**src/logic/dvs_pkg.sv**
```systemverilog
// shared constants and carriers for the buck setting selector
package dvs_pkg;
   localparam int          NUM_BUCKS     = 4;
   localparam int          NUM_SETTINGS  = 4;
   localparam int          CODE_W        = 10;
   localparam int          HIGH_W        = 8;
   localparam int          LOW_W         = 2;
   localparam int          IDX_W         = 2;
   localparam logic [0:0]  SRC_REGISTER  = 1'h0;
   localparam logic [0:0]  SRC_PINS      = 1'h1;
   localparam logic [3:0]  MAP_SPI_SCALE = 4'h3;
   localparam logic [1:0]  ASSIGN_PIN_A  = 2'h0;
   localparam logic [1:0]  ASSIGN_PIN_B  = 2'h1;
   localparam logic [1:0]  ASSIGN_REG    = 2'h3;
   localparam logic [9:0]  CODE_TOP      = 10'h3E5;
   localparam logic [9:0]  CODE_RESET    = 10'h000;
   localparam logic [1:0]  INDEX_RESET   = 2'h0;
   // step size in microvolts for divider ratios 1.0, 0.8, 0.6
   localparam int          STEP_UV_DIV10 = 1200;
   localparam int          STEP_UV_DIV08 = 1500;
   localparam int          STEP_UV_DIV06 = 2000;

   typedef struct packed {
      logic       wr_high;
      logic       wr_low;
      logic [1:0] buck;
      logic [1:0] setting;
      logic [7:0] data;
   } code_write_t;

   typedef struct packed {
      logic [1:0] index;
      logic       source;
      logic [1:0] pin_assign;
   } buck_cfg_t;
endpackage : dvs_pkg

```
**src/logic/pin_sync.sv**
```systemverilog
// two-flop synchroniser for the scaling pins
`timescale 1ns/1ns
`default_nettype none
module pin_sync #(
   parameter int WIDTH = 2
) (
   input  wire logic             clk,
   input  wire logic             rstn,
   input  wire logic [WIDTH-1:0] pin_in,
   output var  logic [WIDTH-1:0] pin_out
);
   logic [WIDTH-1:0] first_reg;
   logic [WIDTH-1:0] first_next;
   logic [WIDTH-1:0] second_next;

   always_comb begin
      first_next  = pin_in;
      second_next = first_reg;
   end

   always_ff @(posedge clk or negedge rstn) begin
      if (!rstn) begin
         first_reg <= '0;
         pin_out   <= '0;
      end else begin
         first_reg <= first_next;
         pin_out   <= second_next;
      end
   end
endmodule : pin_sync
`default_nettype wire

```
**src/logic/buck_dvs_setting_select.sv**
```systemverilog
// per-buck active voltage setting selection and staged code storage
// Contract
// - each buck keeps four settings; one active setting drives its target code
// - source bit 0 picks by register index, 1 picks by scaling pin
// - two-bit register index codes 0..3 select settings zero to three
// - each setting is ten bits: eight high bits plus two low bits
// - high byte write is staged; code changes only when low bits written
// - code maps linearly to volts; step fixed by feedback divider ratio
// - map 0x3 turns general pins 0 and 1 into scaling pins A and B
// - pin assign field binds each buck to pin A or B
// - in pin mode active setting follows assigned pin level
// - pin assign value 0x3 falls back to the register index
`timescale 1ns/1ns
`default_nettype none
module buck_dvs_setting_select #(
   parameter int NB = dvs_pkg::NUM_BUCKS
) (
   input  wire logic                                 clk,
   input  wire logic                                 rstn,
   input  wire dvs_pkg::code_write_t                 code_wr,
   input  wire dvs_pkg::buck_cfg_t [NB-1:0]          buck_cfg,
   input  wire logic [3:0]                           io_function_map,
   input  wire logic                                 general_pin_0,
   input  wire logic                                 general_pin_1,
   output var  logic [NB-1:0][1:0]                   active_index,
   output var  logic [NB-1:0][dvs_pkg::CODE_W-1:0]   active_code
);
   logic [NB-1:0][3:0][dvs_pkg::CODE_W-1:0] code_reg;
   logic [NB-1:0][3:0][dvs_pkg::CODE_W-1:0] code_next;
   logic [NB-1:0][3:0][dvs_pkg::HIGH_W-1:0] stage_reg;
   logic [NB-1:0][3:0][dvs_pkg::HIGH_W-1:0] stage_next;
   logic [NB-1:0][1:0]                      index_next;
   logic [NB-1:0][dvs_pkg::CODE_W-1:0]      out_next;
   logic [1:0]                              pins_sync;
   logic                                    scaling_pin_a;
   logic                                    scaling_pin_b;

   // synchronised pin pair, read only after the second flop
   pin_sync #(.WIDTH(2)) u_sync (
      .clk     (clk),
      .rstn    (rstn),
      .pin_in  ({general_pin_1, general_pin_0}),
      .pin_out (pins_sync)
   );

   // pin A/B exist only in map 0x3
   function automatic logic pin_active(input logic [3:0] map);
      return map == dvs_pkg::MAP_SPI_SCALE;
   endfunction : pin_active

   assign scaling_pin_a = pins_sync[0];
   assign scaling_pin_b = pins_sync[1];

   // pick the active setting of one buck
   function automatic logic [1:0] pick_index(input dvs_pkg::buck_cfg_t cfg,
                                             input logic [3:0] map,
                                             input logic pa,
                                             input logic pb);
      logic [1:0] idx;
      idx = cfg.index;
      if (cfg.source == dvs_pkg::SRC_PINS && pin_active(map)) begin
         case (cfg.pin_assign)
            dvs_pkg::ASSIGN_PIN_A: idx = {1'b0, pa};
            dvs_pkg::ASSIGN_PIN_B: idx = {1'b0, pb};
            dvs_pkg::ASSIGN_REG:   idx = cfg.index;
            default:               idx = cfg.index;
         endcase
      end
      return idx;
   endfunction : pick_index

   always_comb begin
      code_next  = code_reg;
      stage_next = stage_reg;
      if (code_wr.wr_high) begin
         stage_next[code_wr.buck][code_wr.setting] = code_wr.data;
      end
      if (code_wr.wr_low) begin
         code_next[code_wr.buck][code_wr.setting] =
            {stage_next[code_wr.buck][code_wr.setting], code_wr.data[1:0]};
      end
   end

   always_comb begin
      for (int b = 0; b < NB; b++) begin
         index_next[b] = pick_index(buck_cfg[b], io_function_map,
                                    scaling_pin_a, scaling_pin_b);
         // linear code passes straight to the DAC target
         out_next[b]   = code_reg[b][index_next[b]];
      end
   end

   // storage group: staged high bytes and committed codes
   always_ff @(posedge clk or negedge rstn) begin
      if (!rstn) begin
         code_reg  <= {(NB*4){dvs_pkg::CODE_RESET}};
         stage_reg <= '0;
      end else begin
         code_reg  <= code_next;
         stage_reg <= stage_next;
      end
   end

   // output group: active index and code per buck
   always_ff @(posedge clk or negedge rstn) begin
      if (!rstn) begin
         active_index <= {NB{dvs_pkg::INDEX_RESET}};
         active_code  <= {NB{dvs_pkg::CODE_RESET}};
      end else begin
         active_index <= index_next;
         active_code  <= out_next;
      end
   end

   // every buck: output matches its stored setting, register source and map gate hold
   for (genvar g = 0; g < NB; g++) begin : g_buck

   end : g_buck
endmodule : buck_dvs_setting_select
`default_nettype wire

```
**config.mk**
```make
export PLATFORM = sky130hd
export DESIGN_NAME = buck_dvs_setting_select
export DESIGN_NICKNAME = d
export VERILOG_FILES = /design/src/logic/dvs_pkg.sv /design/src/logic/pin_sync.sv /design/src/logic/buck_dvs_setting_select.sv
export SDC_FILE = /design/constraint.sdc
export NUM_CORES = 1
export LEC_CHECK = 0
export BUFFER_PORTS_ARGS = -buffer_cell sky130_fd_sc_hd__buf_4
export CAP_MARGIN = 10
export CELL_PAD_IN_SITES_DETAIL_PLACEMENT = 0
export CELL_PAD_IN_SITES_GLOBAL_PLACEMENT = 1
export CORE_MARGIN = 2
export CORE_UTILIZATION = 50
export DETAILED_ROUTE_END_ITERATION = 6
export GPL_ROUTABILITY_DRIVEN = 0
export PLACE_DENSITY = 0.86
export REMOVE_ABC_BUFFERS = 1
export SYNTH_ARGS = -nofsm -noshare
export SYNTH_HDL_FRONTEND = slang
export SYNTH_SLANG_ARGS = --single-unit
export TNS_END_PERCENT = 20
```
**constraint.sdc**
```tcl
create_clock -name clk -period 1.7 [get_ports clk]
set_clock_uncertainty 0.1 [all_clocks]
set_input_delay 0.17 -clock clk [delete_from_list [all_inputs] [get_ports clk]]
set_output_delay 0.17 -clock clk [all_outputs]
set_load 0.1 [all_outputs]
```
==> impl_results.md <==
* Fill count at 2261
* Largest net degree at the start of global routing at 67
* Crit end category: flip-flop
* Post-DP HPWL at 27600 um
* Crit Path Max Fanout at 11
* Routed wire per std cell at approximately 23 um
* Final Setup Violations at 1
* Startpoint types: primary input
* Final min period at 1.72 ns
* Vias in the first global route at 10508
* Synth area leaders: dfrtp_1, mux2_2, a31oi_1
* Violations in the final reports: negative setup slack
* Fin cells at 1736
* DRT Pass-1 Iters at 6
* Final worst slack at -0.0167 ns
* Fmax achieved at 0.582 GHz
* Post-Route WL at 39600 um
* Yosys top cell area share at 57.0%
* Unrepaired setup endpoints after global routing: true
* Status: complete, but fails checks
* DRC violations left at 0
* GRT Total Usage at 25.9%
* Iteration-0 DRC count of the detailed router at 953
* HP Class: primary input to flip-flop
* Storage cell area at 8510 um2
* # diodes at 0
* Ports at 90
* Core area at 29500 um2
* Tcrit/Tclk final at 101%
* Layout overhead on the synthesized area at 23.0%
* Average size of a mapped cell at 13.1 um2
* Register bit total from synthesis at 340
* LEAKAGE at between 0.008 and 0.009 uW
* Post-synth EDFFs at 0
* CTS Buf Count at 38
* PwrDens at 1430 nW/um2
* Post-route antenna net violation count at 0
* Number of flip-flops in the largest register at 160
* CP arrival at 1.97 ns
* Primary FF master, synth: dfrtp_1
* Die Wd at 177 um
* Worst-Skew Late Latency at 0.53 ns
* Slew @ Worst Pin at around 0.98 ns
* Most area-hungry cell type in the Yosys netlist: dfrtp_1
* TritonCTS clock tree: yes
* Initial antenna violation count at 0
* Layout cells sized above 1 at between 30% and 40%
* Total power at 26200 uW
* Port Buffers at 89
* Starting Density at 50.6%
* DR vias at approximately 10000
* Placed cells at approximately 1600
* Synth Cell Area at roughly 15000 um2
* Post-synthesis sequential area ratio at 57.0%
* Post-layout nets at 1358
* Asr flop ratio synth at 100%
* Worst EP required at 1.95 ns
* Synth warn at 0
* Yosys cell types at 45
* First-pass GRT wire length at ~61000 um
* Slew Limit Fails at 0
* VDD IR-drop max at 0.000930 V
* Vias per inst at 5.92
* Slew headroom at between 30 and 40%
* Sink Count at 340
* Die ar. at 31200 um2
* Worst setup path class: primary input to flip-flop
* Post-Synthesis Cells at 1135
* Max Cap Viol at 0
* Number of H-tree levels at 2
* Area taken by multi-input logic gates at 5980 um2
* Hold Vio Cnt, Final at 0
* Clk root buf: clkbuf_16
* Grt ovf at 0
* CTS clk-pin slew, worst paths at 0.06 ns
* Die H at 177 um
* Row count at 63
* Clk buf depth at 3
## synthesized netlist by cell type (2+ instances only)
library cell / instances
a21boi_1: 2
a21oi_1: 4
a222oi_1: 20
a2bb2oi_1: 20
a31oi_1: 106
a32oi_2: 2
and2_1: 2
and2b_1: 2
buf_1: 6
buf_2: 23
buf_4: 7
buf_6: 5
clkbuf_1: 23
dfrtp_1: 340
inv_1: 44
mux2_1: 3
mux2_2: 179
mux2i_1: 46
mux2i_2: 2
mux4_1: 10
mux4_2: 22
nand2_1: 79
nand2_2: 10
nand2b_1: 4
nand3b_1: 3
nand3b_2: 2
nand3b_4: 2
nor2_1: 108
nor2_2: 12
nor2_4: 4
nor2_8: 3
nor2b_1: 3
nor3_4: 3
o21ai_0: 4
o221a_2: 20
## power by group
part	leakage [uW]	internal, uW	switching [uW]	total (uW)
registers	0.00408	10100	1200	11300
clock network	0.000619	4990	3340	8330
logic	0.00357	2630	3960	6600
## kinds of logic after synthesis
group / share of synthesized area, %
compound gates: 9.06
mux: 22.1
flops: 57.0
buf+inv: 3.44
simple gates: 8.36
## through the flow
step | setup slack [ns] | utilization [%] | hold WS (ns) | setup TNS, ns | instance area (um2)
after CTS | -0.00853 | 62.0 | 0.0125 | -0.0177 | 18300
after floorplan | 0.0466 | - | -0.226 | 0 | 14600
after detailed placement | -0.456 | 56.8 | -0.0206 | -29.85 | 16700
after global placement | -0.433 | 56.8 | -0.0222 | -25.36 | 16700
final | -0.0167 | 62.2 | 0.0263 | -0.0167 | 18300
after global routing | -0.108 | 62.2 | 0.0512 | -0.591 | 18300
## layout by cell type (no fill, tap or decap), types with 21 or more instances in the layout
cell	count
mux2_2	178
nand2_1	74
a31oi_1	106
mux2i_1	44
buf_4	159
mux4_2	22
buf_12	25
clkbuf_16	38
dfrtp_1	338
dlygate4sd3_1	21
nor2_1	108
inv_1	44
## per-layer routing
metal	part of all wire, %	GRT usage (%)	vias up	wire (um)
li1	-	-	4518	-
met1	42	35.2	5252	16600
met2	47	41.6	428	18800
met3	6.4	3.74	85	2530
met4	4.3	11.7	0	1700
met5	0	0	-	0
## area by class of cell
type                            instances  area share, %
Sequential cell                       340           46.4
Multi-Input combinational cell        686           32.6
Timing Repair Buffer                  206           10.5
Clock buffer                           51           5.72
Tap cell                              390           2.66
Clock inverter                         19           1.24
Inverter                               44          0.901
## worst paths after layout
check | slack (ns) | to | from | depth (start not counted)
worst max-delay path | -0.02 | active_code[14] | io_function_map[2] | 5
worst min-delay path | 0.03 | active_index[1] | buck_cfg[1] | 4
worst max register to register | 0 | active_code[14] | u_sync.pin_out[0] | 3
worst min register to register | 0.26 | u_sync.pin_out[0] | u_sync.first_reg[0] | 0
max in group asynchronous | 0.77 | code_reg[59] | rstn | 3
min in group asynchronous | 0.04 | code_reg[140] | rstn | 2
## critical path, stage by stage
cell and delay, ns:
buf_4 0.10, and4bb_2 0.42, nand3b_2 0.21, and2_1 0.40, a222oi_1 0.65
## repair_timing
item	in CTS	in global routing
setup endpoints to repair	18	39
setup buffers	0	3
gates resized for setup	9	9
pin swaps	1	3
hold buffers	21	0
hold endpoints to repair	367	0
(Power assumes the default switching activity.)
